==> src/shared/sfr_params.svh <==
// offsets, field masks, reset values and timing of the special function register map
// assumes an APB slave with 32-bit data; register index times four is the byte address
// Operation
// - unimplemented addresses and bits read back as zero
// - indirect, pc low, status, pointer, pc latch, interrupt control mirror in both banks
// - pc upper bits hidden; 5-bit latch loads pc bits 12..8 on pc update
// - pin or watchdog reset loads second column; power-up and brown-out load first
// - u bits hold over non-power-up reset, x undefined, q depends on cause
`ifndef SFR_PARAMS_SVH
`define SFR_PARAMS_SVH

// register indices (byte address is index * 4)
`define SFR_IDX_PC_UPPER 8'h0a
`define SFR_IDX_INT_CTRL 8'h0b
`define SFR_IDX_PIRQ_FLAGS 8'h0c
`define SFR_IDX_T16_LOW 8'h0e
`define SFR_IDX_T16_HIGH 8'h0f
`define SFR_IDX_T16_CTRL 8'h10
`define SFR_IDX_T8_COUNT 8'h11
`define SFR_IDX_T8_CTRL 8'h12
`define SFR_IDX_SER_BUF 8'h13
`define SFR_IDX_SER_CTRL 8'h14
`define SFR_IDX_CAP_LOW 8'h15
`define SFR_IDX_CAP_HIGH 8'h16
`define SFR_IDX_CAP_CTRL 8'h17
`define SFR_IDX_INDIRECT 8'h80
`define SFR_IDX_OPTION 8'h81
`define SFR_IDX_PC_LOW 8'h82
`define SFR_IDX_STATUS 8'h83
`define SFR_IDX_POINTER 8'h84
`define SFR_IDX_DIR_A 8'h85
`define SFR_IDX_DIR_B 8'h86
`define SFR_IDX_DIR_C 8'h87

// implemented-bit masks, and the software-writable status bits
`define SFR_MASK_PC_UPPER 8'h1f
`define SFR_MASK_PIRQ 8'hcf
`define SFR_MASK_T16_CTRL 8'h3f
`define SFR_MASK_T8_CTRL 8'h7f
`define SFR_MASK_CAP_CTRL 8'h3f
`define SFR_MASK_DIR_A 8'h3f
`define SFR_MASK_STATUS_WR 8'he7

// status field positions
`define SFR_ST_TIMEOUT 4
`define SFR_ST_POWERDOWN 3

// reset values (first column; x bits taken as zero)
`define SFR_RST_ZERO 8'h00
`define SFR_RST_OPTION 8'hff
`define SFR_RST_STATUS 8'h18
`define SFR_RST_DIR_A 8'h3f
`define SFR_RST_DIR_BC 8'hff
`define SFR_RST_PC 13'h0000

// cycles from setup to answer
`define SFR_WAIT_CYCLES 1

`endif

==> src/shared/sfr_pkg.sv <==
// types for the special function register map
// assumes sfr_params.svh supplies the numbers
package sfr_pkg;

	typedef struct packed {
		logic [7:0] pc_upper_latch;
		logic [7:0] interrupt_control;
		logic [7:0] peripheral_irq_flags;
		logic [7:0] timer16_low;
		logic [7:0] timer16_high;
		logic [7:0] timer16_control;
		logic [7:0] timer8_count;
		logic [7:0] timer8_control;
		logic [7:0] serial_port_buffer;
		logic [7:0] serial_port_control;
		logic [7:0] capture_low;
		logic [7:0] capture_high;
		logic [7:0] capture_control;
		logic [7:0] option_config;
		logic [12:0] pc;
		logic [7:0] core_status;
		logic [7:0] indirect_pointer;
		logic [7:0] port_a_direction;
		logic [7:0] port_b_direction;
		logic [7:0] port_c_direction;
		logic [7:0] rd_data;
		logic ind_we;
		logic [7:0] ind_wdata;
	} sfr_state_t;

endpackage

==> src/logic/sfr_map.sv <==
// special function register map behind an APB slave, with the indirect data port
// assumes one 40 MHz clock, a core that drives APB, and data memory answering in the cycle
//
// Register access over APB was left to the implementer.
`timescale 1ns/100ps
`include "sfr_params.svh"

module sfr_map
	import sfr_pkg::*;
(
	input wire logic sys_clk,
	input wire logic rst_b,
	input wire logic psel,
	input wire logic penable,
	input wire logic pwrite,
	input wire logic [11:0] paddr,
	input wire logic [31:0] pwdata,
	output logic [31:0] prdata,
	output logic pready,
	output logic pslverr,
	input wire logic brownout_detect,
	input wire logic ext_reset_pin_req,
	input wire logic wdt_timeout,
	input wire logic [3:0] periph_flag_set,
	input wire logic [2:0] int_flag_set,
	output logic [7:0] ind_addr,
	output logic [7:0] ind_wdata,
	output logic ind_we,
	input wire logic [7:0] ind_rdata,
	output logic [12:0] pc_out,
	output logic [7:0] status_out,
	output logic [7:0] option_out,
	output logic [7:0] int_ctrl_out,
	output logic [7:0] periph_flags_out,
	output logic [7:0] port_a_dir,
	output logic [7:0] port_b_dir,
	output logic [7:0] port_c_dir
);

	localparam logic [7:0] MIRROR [6] = '{`SFR_IDX_INDIRECT, `SFR_IDX_PC_LOW, `SFR_IDX_STATUS,
		`SFR_IDX_POINTER, `SFR_IDX_PC_UPPER, `SFR_IDX_INT_CTRL};

	sfr_state_t s_r;
	sfr_state_t s_nxt;
	logic [7:0] idx;
	logic [7:0] rd_val;
	logic map_hit;
	logic rd_setup;
	logic wr_acc;
	logic pwr_rst;
	logic other_rst;
	logic self_ptr;

	// both bank copies of a mirrored register fold onto one index
	always_comb begin
		idx = paddr[9:2];
		for (int k = 0; k < 6; k++) begin
			if (paddr[8:2] == MIRROR[k][6:0]) begin
				idx = MIRROR[k];
			end
		end
		if (paddr[11:10] != 2'b00) begin
			idx = 8'h7f; // outside the map, never decoded
		end
	end

	assign rd_setup = psel & ~penable & ~pwrite;
	assign wr_acc = psel & penable & pwrite;
	assign pwr_rst = brownout_detect;
	assign other_rst = (ext_reset_pin_req | wdt_timeout) & ~brownout_detect;
	// pointer aimed at the indirect slot itself reads zero and writes nothing
	assign self_ptr = (s_r.indirect_pointer[6:0] == 7'h00);

	// read multiplexer; unknown index and hidden bits give zero
	always_comb begin
		map_hit = 1'b1;
		case (idx)
			`SFR_IDX_PC_UPPER: rd_val = s_r.pc_upper_latch;
			`SFR_IDX_INT_CTRL: rd_val = s_r.interrupt_control;
			`SFR_IDX_PIRQ_FLAGS: rd_val = s_r.peripheral_irq_flags;
			`SFR_IDX_T16_LOW: rd_val = s_r.timer16_low;
			`SFR_IDX_T16_HIGH: rd_val = s_r.timer16_high;
			`SFR_IDX_T16_CTRL: rd_val = s_r.timer16_control;
			`SFR_IDX_T8_COUNT: rd_val = s_r.timer8_count;
			`SFR_IDX_T8_CTRL: rd_val = s_r.timer8_control;
			`SFR_IDX_SER_BUF: rd_val = s_r.serial_port_buffer;
			`SFR_IDX_SER_CTRL: rd_val = s_r.serial_port_control;
			`SFR_IDX_CAP_LOW: rd_val = s_r.capture_low;
			`SFR_IDX_CAP_HIGH: rd_val = s_r.capture_high;
			`SFR_IDX_CAP_CTRL: rd_val = s_r.capture_control;
			`SFR_IDX_INDIRECT: rd_val = self_ptr ? 8'h00 : ind_rdata;
			`SFR_IDX_OPTION: rd_val = s_r.option_config;
			`SFR_IDX_PC_LOW: rd_val = s_r.pc[7:0];
			`SFR_IDX_STATUS: rd_val = s_r.core_status;
			`SFR_IDX_POINTER: rd_val = s_r.indirect_pointer;
			`SFR_IDX_DIR_A: rd_val = s_r.port_a_direction;
			`SFR_IDX_DIR_B: rd_val = s_r.port_b_direction;
			`SFR_IDX_DIR_C: rd_val = s_r.port_c_direction;
			default: begin
				rd_val = 8'h00;
				map_hit = 1'b0;
			end
		endcase
	end

	// next state: resets first, then bus write, then hardware flag sets
	always_comb begin
		s_nxt = s_r;
		s_nxt.ind_we = 1'b0;
		// read data is caught in the setup cycle so prdata comes from a flop
		if (rd_setup) begin
			s_nxt.rd_data = rd_val;
		end
		if (pwr_rst) begin
			s_nxt = '0;
			s_nxt.option_config = `SFR_RST_OPTION;
			s_nxt.core_status = `SFR_RST_STATUS;
			s_nxt.port_a_direction = `SFR_RST_DIR_A;
			s_nxt.port_b_direction = `SFR_RST_DIR_BC;
			s_nxt.port_c_direction = `SFR_RST_DIR_BC;
		end else if (other_rst) begin
			// second column: u fields keep their value
			s_nxt.pc_upper_latch = `SFR_RST_ZERO;
			s_nxt.interrupt_control = {7'h00, s_r.interrupt_control[0]};
			s_nxt.peripheral_irq_flags = `SFR_RST_ZERO;
			s_nxt.timer8_count = `SFR_RST_ZERO;
			s_nxt.timer8_control = `SFR_RST_ZERO;
			s_nxt.serial_port_control = `SFR_RST_ZERO;
			s_nxt.capture_control = `SFR_RST_ZERO;
			s_nxt.option_config = `SFR_RST_OPTION;
			s_nxt.pc = `SFR_RST_PC;
			s_nxt.port_a_direction = `SFR_RST_DIR_A;
			s_nxt.port_b_direction = `SFR_RST_DIR_BC;
			s_nxt.port_c_direction = `SFR_RST_DIR_BC;
			s_nxt.core_status[7:5] = 3'b000;
			// q bits: a watchdog timeout clears the timeout flag, a pin reset keeps both
			if (wdt_timeout) begin
				s_nxt.core_status[`SFR_ST_TIMEOUT] = 1'b0;
				s_nxt.core_status[`SFR_ST_POWERDOWN] = 1'b1;
			end
		end else begin
			// write lands at the completing edge of the access
			if (wr_acc) begin
				case (idx)
					`SFR_IDX_PC_UPPER: s_nxt.pc_upper_latch = pwdata[7:0] & `SFR_MASK_PC_UPPER;
					`SFR_IDX_INT_CTRL: s_nxt.interrupt_control = pwdata[7:0];
					`SFR_IDX_PIRQ_FLAGS: s_nxt.peripheral_irq_flags = pwdata[7:0] & `SFR_MASK_PIRQ;
					`SFR_IDX_T16_LOW: s_nxt.timer16_low = pwdata[7:0];
					`SFR_IDX_T16_HIGH: s_nxt.timer16_high = pwdata[7:0];
					`SFR_IDX_T16_CTRL: s_nxt.timer16_control = pwdata[7:0] & `SFR_MASK_T16_CTRL;
					`SFR_IDX_T8_COUNT: s_nxt.timer8_count = pwdata[7:0];
					`SFR_IDX_T8_CTRL: s_nxt.timer8_control = pwdata[7:0] & `SFR_MASK_T8_CTRL;
					`SFR_IDX_SER_BUF: s_nxt.serial_port_buffer = pwdata[7:0];
					`SFR_IDX_SER_CTRL: s_nxt.serial_port_control = pwdata[7:0];
					`SFR_IDX_CAP_LOW: s_nxt.capture_low = pwdata[7:0];
					`SFR_IDX_CAP_HIGH: s_nxt.capture_high = pwdata[7:0];
					`SFR_IDX_CAP_CTRL: s_nxt.capture_control = pwdata[7:0] & `SFR_MASK_CAP_CTRL;
					`SFR_IDX_INDIRECT: begin
						// no physical register: forward to data memory
						s_nxt.ind_we = ~self_ptr;
						s_nxt.ind_wdata = pwdata[7:0];
					end
					`SFR_IDX_OPTION: s_nxt.option_config = pwdata[7:0];
					// pc low write pulls the hidden upper bits from the latch
					`SFR_IDX_PC_LOW: s_nxt.pc = {s_r.pc_upper_latch[4:0], pwdata[7:0]};
					`SFR_IDX_STATUS: begin
						// timeout and power-down flags are not writable by software
						s_nxt.core_status = (pwdata[7:0] & `SFR_MASK_STATUS_WR)
							| (s_r.core_status & ~`SFR_MASK_STATUS_WR);
					end
					`SFR_IDX_POINTER: s_nxt.indirect_pointer = pwdata[7:0];
					`SFR_IDX_DIR_A: s_nxt.port_a_direction = pwdata[7:0] & `SFR_MASK_DIR_A;
					`SFR_IDX_DIR_B: s_nxt.port_b_direction = pwdata[7:0];
					`SFR_IDX_DIR_C: s_nxt.port_c_direction = pwdata[7:0];
					default: ;
				endcase
			end
			// set beats a software clear in the same cycle
			s_nxt.peripheral_irq_flags[3:0] = s_nxt.peripheral_irq_flags[3:0] | periph_flag_set;
			s_nxt.interrupt_control[2:0] = s_nxt.interrupt_control[2:0] | int_flag_set;
		end
	end

	// power-on values under the asynchronous reset
	always_ff @(posedge sys_clk or negedge rst_b) begin
		if (!rst_b) begin
			s_r <= '0;
			s_r.option_config <= `SFR_RST_OPTION;
			s_r.core_status <= `SFR_RST_STATUS;
			s_r.port_a_direction <= `SFR_RST_DIR_A;
			s_r.port_b_direction <= `SFR_RST_DIR_BC;
			s_r.port_c_direction <= `SFR_RST_DIR_BC;
		end else begin
			s_r <= s_nxt;
		end
	end

	// zero-wait slave: every access finishes in its first access cycle
	assign pready = psel & penable;
	assign pslverr = 1'b0; // unmapped reads answer zero, not an error
	assign prdata = {24'h000000, s_r.rd_data};
	assign ind_addr = s_r.indirect_pointer;
	assign ind_wdata = s_r.ind_wdata;
	assign ind_we = s_r.ind_we;
	assign pc_out = s_r.pc;
	assign status_out = s_r.core_status;
	assign option_out = s_r.option_config;
	assign int_ctrl_out = s_r.interrupt_control;
	assign periph_flags_out = s_r.peripheral_irq_flags;
	assign port_a_dir = s_r.port_a_direction;
	assign port_b_dir = s_r.port_b_direction;
	assign port_c_dir = s_r.port_c_direction;

	// checks that guard the map
	chk_unmapped_reads_zero: assert property (@(posedge sys_clk) disable iff (!rst_b)
		rd_setup && !map_hit |=> prdata == 32'h00000000)
		else $error("unmapped read returned nonzero");

	chk_mirror_status_read: assert property (@(posedge sys_clk) disable iff (!rst_b)
		rd_setup && (paddr[9:2] == 8'h03 || paddr[9:2] == 8'h83) && paddr[11:10] == 2'b00
		&& !pwr_rst |=> prdata[7:0] == $past(s_r.core_status))
		else $error("status not mirrored in both banks");

	chk_latch_into_pc: assert property (@(posedge sys_clk) disable iff (!rst_b)
		wr_acc && idx == `SFR_IDX_PC_LOW && !pwr_rst && !other_rst
		|=> pc_out == {$past(s_r.pc_upper_latch[4:0]), $past(pwdata[7:0])})
		else $error("pc upper bits not taken from latch");

	chk_indirect_write: assert property (@(posedge sys_clk) disable iff (!rst_b)
		wr_acc && idx == `SFR_IDX_INDIRECT && !self_ptr && !pwr_rst && !other_rst
		|=> ind_we && ind_addr == $past(s_r.indirect_pointer) && ind_wdata == $past(pwdata[7:0])
		##1 !ind_we)
		else $error("indirect write not forwarded once");

	chk_indirect_read: assert property (@(posedge sys_clk) disable iff (!rst_b)
		rd_setup && idx == `SFR_IDX_INDIRECT && !self_ptr && !pwr_rst
		|=> prdata[7:0] == $past(ind_rdata))
		else $error("indirect read not from data memory");

	chk_other_reset_keeps: assert property (@(posedge sys_clk) disable iff (!rst_b)
		other_rst |=> s_r.timer16_control == $past(s_r.timer16_control) && pc_out == 13'h0000
		&& option_out == 8'hff)
		else $error("pin or watchdog reset loaded wrong column");

	chk_brownout_loads_por: assert property (@(posedge sys_clk) disable iff (!rst_b)
		pwr_rst |=> status_out == 8'h18 && s_r.timer16_control == 8'h00 && port_a_dir == 8'h3f)
		else $error("brown-out did not load power-up values");

	chk_status_u_bits: assert property (@(posedge sys_clk) disable iff (!rst_b)
		other_rst |=> status_out[7:5] == 3'b000 && status_out[2:0] == $past(status_out[2:0])
		&& int_ctrl_out[0] == $past(int_ctrl_out[0]))
		else $error("unchanged bits lost on non-power-up reset");

	chk_write_one_access: assert property (@(posedge sys_clk) disable iff (!rst_b)
		wr_acc && idx == `SFR_IDX_DIR_B && !pwr_rst && !other_rst
		|-> pready ##1 port_b_dir == $past(pwdata[7:0]))
		else $error("write not effective by end of access");

	chk_flag_set_wins: assert property (@(posedge sys_clk) disable iff (!rst_b)
		periph_flag_set[0] && !pwr_rst && !other_rst |=> periph_flags_out[0])
		else $error("hardware flag set lost");

	chk_unmapped_write_ignored: assert property (@(posedge sys_clk) disable iff (!rst_b)
		wr_acc && !map_hit && !pwr_rst && !other_rst
		|=> $stable(status_out) && $stable(option_out) && $stable(pc_out) && !ind_we)
		else $error("write to an unmapped location changed state");

	chk_hidden_bits_zero: assert property (@(posedge sys_clk) disable iff (!rst_b)
		s_r.pc_upper_latch[7:5] == 3'b000 && s_r.peripheral_irq_flags[5:4] == 2'b00
		&& s_r.port_a_direction[7:6] == 2'b00 && s_r.timer8_control[7] == 1'b0)
		else $error("unimplemented register bit holds a one");

	chk_read_upper_zero: assert property (@(posedge sys_clk) disable iff (!rst_b)
		prdata[31:8] == 24'h000000)
		else $error("read data above the low byte not zero");

	chk_mirror_latch_read: assert property (@(posedge sys_clk) disable iff (!rst_b)
		rd_setup && paddr[8:2] == 7'h0a && paddr[11:10] == 2'b00 && !pwr_rst
		|=> prdata[7:0] == $past(s_r.pc_upper_latch))
		else $error("pc latch not mirrored in both banks");

	chk_mirror_pointer_write: assert property (@(posedge sys_clk) disable iff (!rst_b)
		wr_acc && paddr[8:2] == 7'h04 && paddr[11:10] == 2'b00 && !pwr_rst && !other_rst
		|=> ind_addr == $past(pwdata[7:0]))
		else $error("pointer write not reaching one register from both banks");

	chk_pc_only_by_low: assert property (@(posedge sys_clk) disable iff (!rst_b)
		!(wr_acc && idx == `SFR_IDX_PC_LOW) && !pwr_rst && !other_rst |=> $stable(pc_out))
		else $error("pc moved without a pc low write");

	chk_self_pointer_quiet: assert property (@(posedge sys_clk) disable iff (!rst_b)
		wr_acc && idx == `SFR_IDX_INDIRECT && self_ptr |=> !ind_we)
		else $error("indirect write through the indirect slot reached memory");

	chk_pin_reset_q_bits: assert property (@(posedge sys_clk) disable iff (!rst_b)
		other_rst && !wdt_timeout |=> status_out[4:3] == $past(status_out[4:3]))
		else $error("pin reset changed the timeout or power-down flag");

	chk_watchdog_q_bits: assert property (@(posedge sys_clk) disable iff (!rst_b)
		wdt_timeout && !pwr_rst |=> status_out[4:3] == 2'b01)
		else $error("watchdog reset left wrong timeout flags");

	chk_read_data_holds: assert property (@(posedge sys_clk) disable iff (!rst_b)
		!rd_setup && !pwr_rst |=> $stable(prdata))
		else $error("read data changed outside a read setup");

endmodule // sfr_map

==> config.mk <==
export PLATFORM = sky130hd
export DESIGN_NAME = sfr_map
export DESIGN_NICKNAME = d
export VERILOG_FILES = /design/src/shared/sfr_pkg.sv /design/src/logic/sfr_map.sv
export VERILOG_INCLUDE_DIRS = /design/src /design/src/shared
export SDC_FILE = /design/constraint.sdc
export NUM_CORES = 1
export LEC_CHECK = 0
export ABC_AREA = 1
export BUFFER_PORTS_ARGS = -buffer_cell sky130_fd_sc_hd__buf_4
export CAP_MARGIN = 20
export CORE_ASPECT_RATIO = 0.6
export CORE_MARGIN = 2
export CORE_UTILIZATION = 40
export DETAILED_ROUTE_END_ITERATION = 6
export PLACE_DENSITY_LB_ADDON = 0.1
export SKIP_LAST_GASP = 1
export SLEW_MARGIN = 20
export SYNTH_ARGS = -nofsm -noshare
export SYNTH_HDL_FRONTEND = slang
export SYNTH_SLANG_ARGS = --single-unit
==> constraint.sdc <==
create_clock -name sys_clk -period 1.7 [get_ports sys_clk]
set_input_delay 0.34 -clock sys_clk [delete_from_list [all_inputs] [get_ports sys_clk]]
set_output_delay 0.34 -clock sys_clk [all_outputs]
set_load 0.01 [all_outputs]
==> flow_metrics.env <==
export IMPL_status="finished with violations"
export IMPL_failed_checks="negative setup slack"
export IMPL_antenna_found_initial=0
export IMPL_cp_end_kind="register"
export IMPL_fmaxAchievable_ghz=0.567
export IMPL_final_max_slew_viol_count=0
export IMPL_hold_class="input pin to register"
export IMPL_dp_hpwl_mm=28.9
export IMPL_grt_use_total=0.308
export IMPL_maxCapViolCount=0
export IMPL_fin_ws_ns=-0.0638
export IMPL_p_clk_frac=0.428
export IMPL_yosysWarningCount=0
export IMPL_dr_pass1_iters=6
export IMPL_p_per_area_mw_per_mm2=697
export IMPL_worstSetupPathType="input pin to register"
export IMPL_routed_wl_mm=38.4
export IMPL_crit_fanout=8
export IMPL_finalSetupTns_ns=-0.492
export IMPL_finalSetupViolCount=12
export IMPL_worst_ep_required_time_ns=2.03
export IMPL_p_int_mw=6.88
export IMPL_p_leak_nw=6.39
export IMPL_finalHoldViolations=0
export IMPL_synthDistinctLibCells=36
export IMPL_relSlewSlack=0.641
export IMPL_area_growth_pct=41.8
export IMPL_cts_tree="done"
export IMPL_r2r_setup_slack_ns=0.01
export IMPL_grt_pass1_wl_mm=54.9
export IMPL_die_area_mm2=0.0248
export IMPL_design_core_area_mm2=0.0231
export IMPL_rows=43
export IMPL_place_congestion=0.938
export IMPL_power_mw=9.29
export IMPL_worstPathArrival_ns=2.10
export IMPL_clk_pin_slew_ns=0.07
export IMPL_drive_above_1_share=0.382
export IMPL_worstSetupStartpointType="input pin"
export IMPL_vias_per_cell=5.21
export IMPL_tightestPinTransition_ns=0.538
export IMPL_numCtsBuffers=17
export IMPL_drc_errors=0
export IMPL_grt_pass1_vias=8343
export IMPL_wl_per_cell_um=21.5
export IMPL_start_util=0.407
export IMPL_drt_iter0_drc=968
export IMPL_ios=187
export IMPL_overflow=0
export IMPL_finalClockSkew_ns=0.00652
export IMPL_clk_latency_ns=0.44
export IMPL_fill_cells=2121
export IMPL_yosysSeqAreaShare=0.457
export IMPL_numPortBuffers=131
export IMPL_grt_max_degree=53
export IMPL_final_period_utilization=1.04
export IMPL_switchingPower_mw=2.41
export IMPL_sw_frac_of_total=0.259
export IMPL_ctsRootBufferMaster="clkbuf_16"
export IMPL_insertedDiodeCount=0
export IMPL_cts_sink_count=170
export IMPL_fp_dieH_um=123
export IMPL_rsz0062_at_grt="true"
export IMPL_synthesis_area_mm2=0.00940
export IMPL_layout_common_cells="buf_4 (270), nand2_1 (263), dfrtp_1 (138), nor2_1 (106), inv_1 (104)"
export IMPL_seqPwrFrac=0.455
export IMPL_max_vdd_ir_drop_mv=0.731
export IMPL_place_inst=1717
export IMPL_layout_commonest_cell="buf_4"
export IMPL_synthCells=1230
export IMPL_ant_nets=0
export IMPL_synth_seq_cells=170
export IMPL_pwr_share_comb=0.117
export IMPL_fin_crit_ns=1.76
export IMPL_die_w_um=202
export IMPL_finalNonFillerCells=1787
export IMPL_fin_util=0.578
export IMPL_layout_nets=1526
export IMPL_vias=9306
export IMPL_synth_area_per_cell_um2=7.64
export IMPL_clockBufferDepth=2
export IMPL_h_tree_depth=4
Yosys cell counts (all sizes together):
cell type / number / area [µm²]
a211oi: 1 / 7.51
a21oi: 47 / 262
a22oi: 2 / 15.0
a31oi: 1 / 6.26
a32o: 1 / 10.0
and2: 2 / 12.5
and3: 1 / 6.26
buf: 146 / 1030
clkbuf: 10 / 37.5
conb: 1 / 3.75
dfrtp: 138 / 3450
dfstp: 32 / 841
inv: 121 / 454
nand2: 306 / 1160
nand3: 52 / 288
nand3b: 1 / 7.51
nand4: 54 / 338
nor2: 166 / 681
nor3: 6 / 30.0
o21ai: 116 / 588
o22ai: 23 / 144
o31ai: 2 / 28.8
or2: 1 / 6.26
critical path, cell delays in order:
cell and delay [ns]:
buf_8 0.10, nor2_4 0.20, nand2_2 0.10, inv_2 0.08, nand3_4 0.14, buf_6 0.17
nand3_4 0.07, buf_12 0.13, nor2_4 0.06, inv_2 0.08, nor2_4 0.06, nor3_4 0.20
a21oi_4 0.10, buf_12 0.14, nand2_1 0.07, nand2_1 0.05
registers in the layout (all words and copies together) (netlist names):
| name | count |
|---|---|
| pc_out | 13 |
| port_c_dir | 8 |
| s_r | 80 |
| ind_wdata | 8 |
| ind_we | 1 |
| option_out | 8 |
| port_a_dir | 6 |
| status_out | 8 |
| prdata | 8 |
| ind_addr | 8 |
| port_b_dir | 8 |
| periph_flags_out | 6 |
| int_ctrl_out | 8 |
layer usage:
layer,share of wire,vias to the layer above,track usage
met1,0.49,4501,0.488
li1,-,4301,-
met5,0.0022,-,0.0258
met3,0.11,37,0.0975
met2,0.38,465,0.397
met4,0.013,2,0.0611
final timing paths:
path	from	to	depth (start not counted)
setup / recovery	paddr[10]	prdata[0]$_DFFE_PN0P_	16
hold / removal	periph_flag_set[3]	periph_flags_out[3]$_DFF_PN0_	3
setup reg to reg	ind_addr[1]$_DFFE_PN0P_	prdata[2]$_DFFE_PN0P_	12
hold reg to reg	s_r[152]$_DFFE_PN0P_	s_r[152]$_DFFE_PN0P_	2
max in group asynchronous	rst_b	port_a_dir[1]$_DFFE_PN1P_	3
min in group asynchronous	rst_b	pc_out[4]$_DFFE_PN0P_	2
cell families after synthesis:
logic type / after synthesis / share of synthesized area
DFF: 170 / 0.457
other: 1 / 0.000399
buffers and inverters: 277 / 0.162
AOI/OAI and AO/OA: 193 / 0.113
and+or+nand+nor: 589 / 0.269
per-stage QoR:
step | cell area (µm²) | hold WS [ns] | worst slack, ns
3_3_place_gp | 11600 | 0.281 | -0.712
3_5_place_dp | 11600 | 0.277 | -0.695
5_1_grt | 13300 | 0.152 | -0.143
2_1_floorplan | 9760 | 0.0444 | -0.0792
6_report | 13300 | 0.150 | -0.0638
4_1_cts | 12600 | 0.124 | -0.0362
power by group through the flow:
stage,logic [mW],registers [mW],clock network [mW]
after floorplan,0.489,4.26,0
after global placement,0.933,4.29,0
after detailed placement,0.937,4.29,0
after CTS,0.987,4.22,4.03
after global routing,1.17,4.23,4.18
final,1.09,4.23,3.97
cell type report:
cell class,count,area (µm²),share of cell area
Multi-Input combinational cell,811,4450,0.334
Sequential cell,170,4290,0.322
Timing Repair Buffer,337,3140,0.236
Clock buffer,27,493,0.0370
Inverter,121,468,0.0351
Tap cell,315,394,0.0296
Clock inverter,5,85.1,0.00638
Timing Repair inverter,1,7.51,0.000563
timing repair:
action / 4_1_cts / 5_1_grt
buffers inserted: 17 / 21
resized for setup: 69 / 133
setup endpoints to repair: 77 / 99
pin swaps: 34 / 56
hold buffers: 1 / 0
hold endpoints to repair: 17 / 0
cloned: 0 / 6
Power figures use the tool's default switching activity.
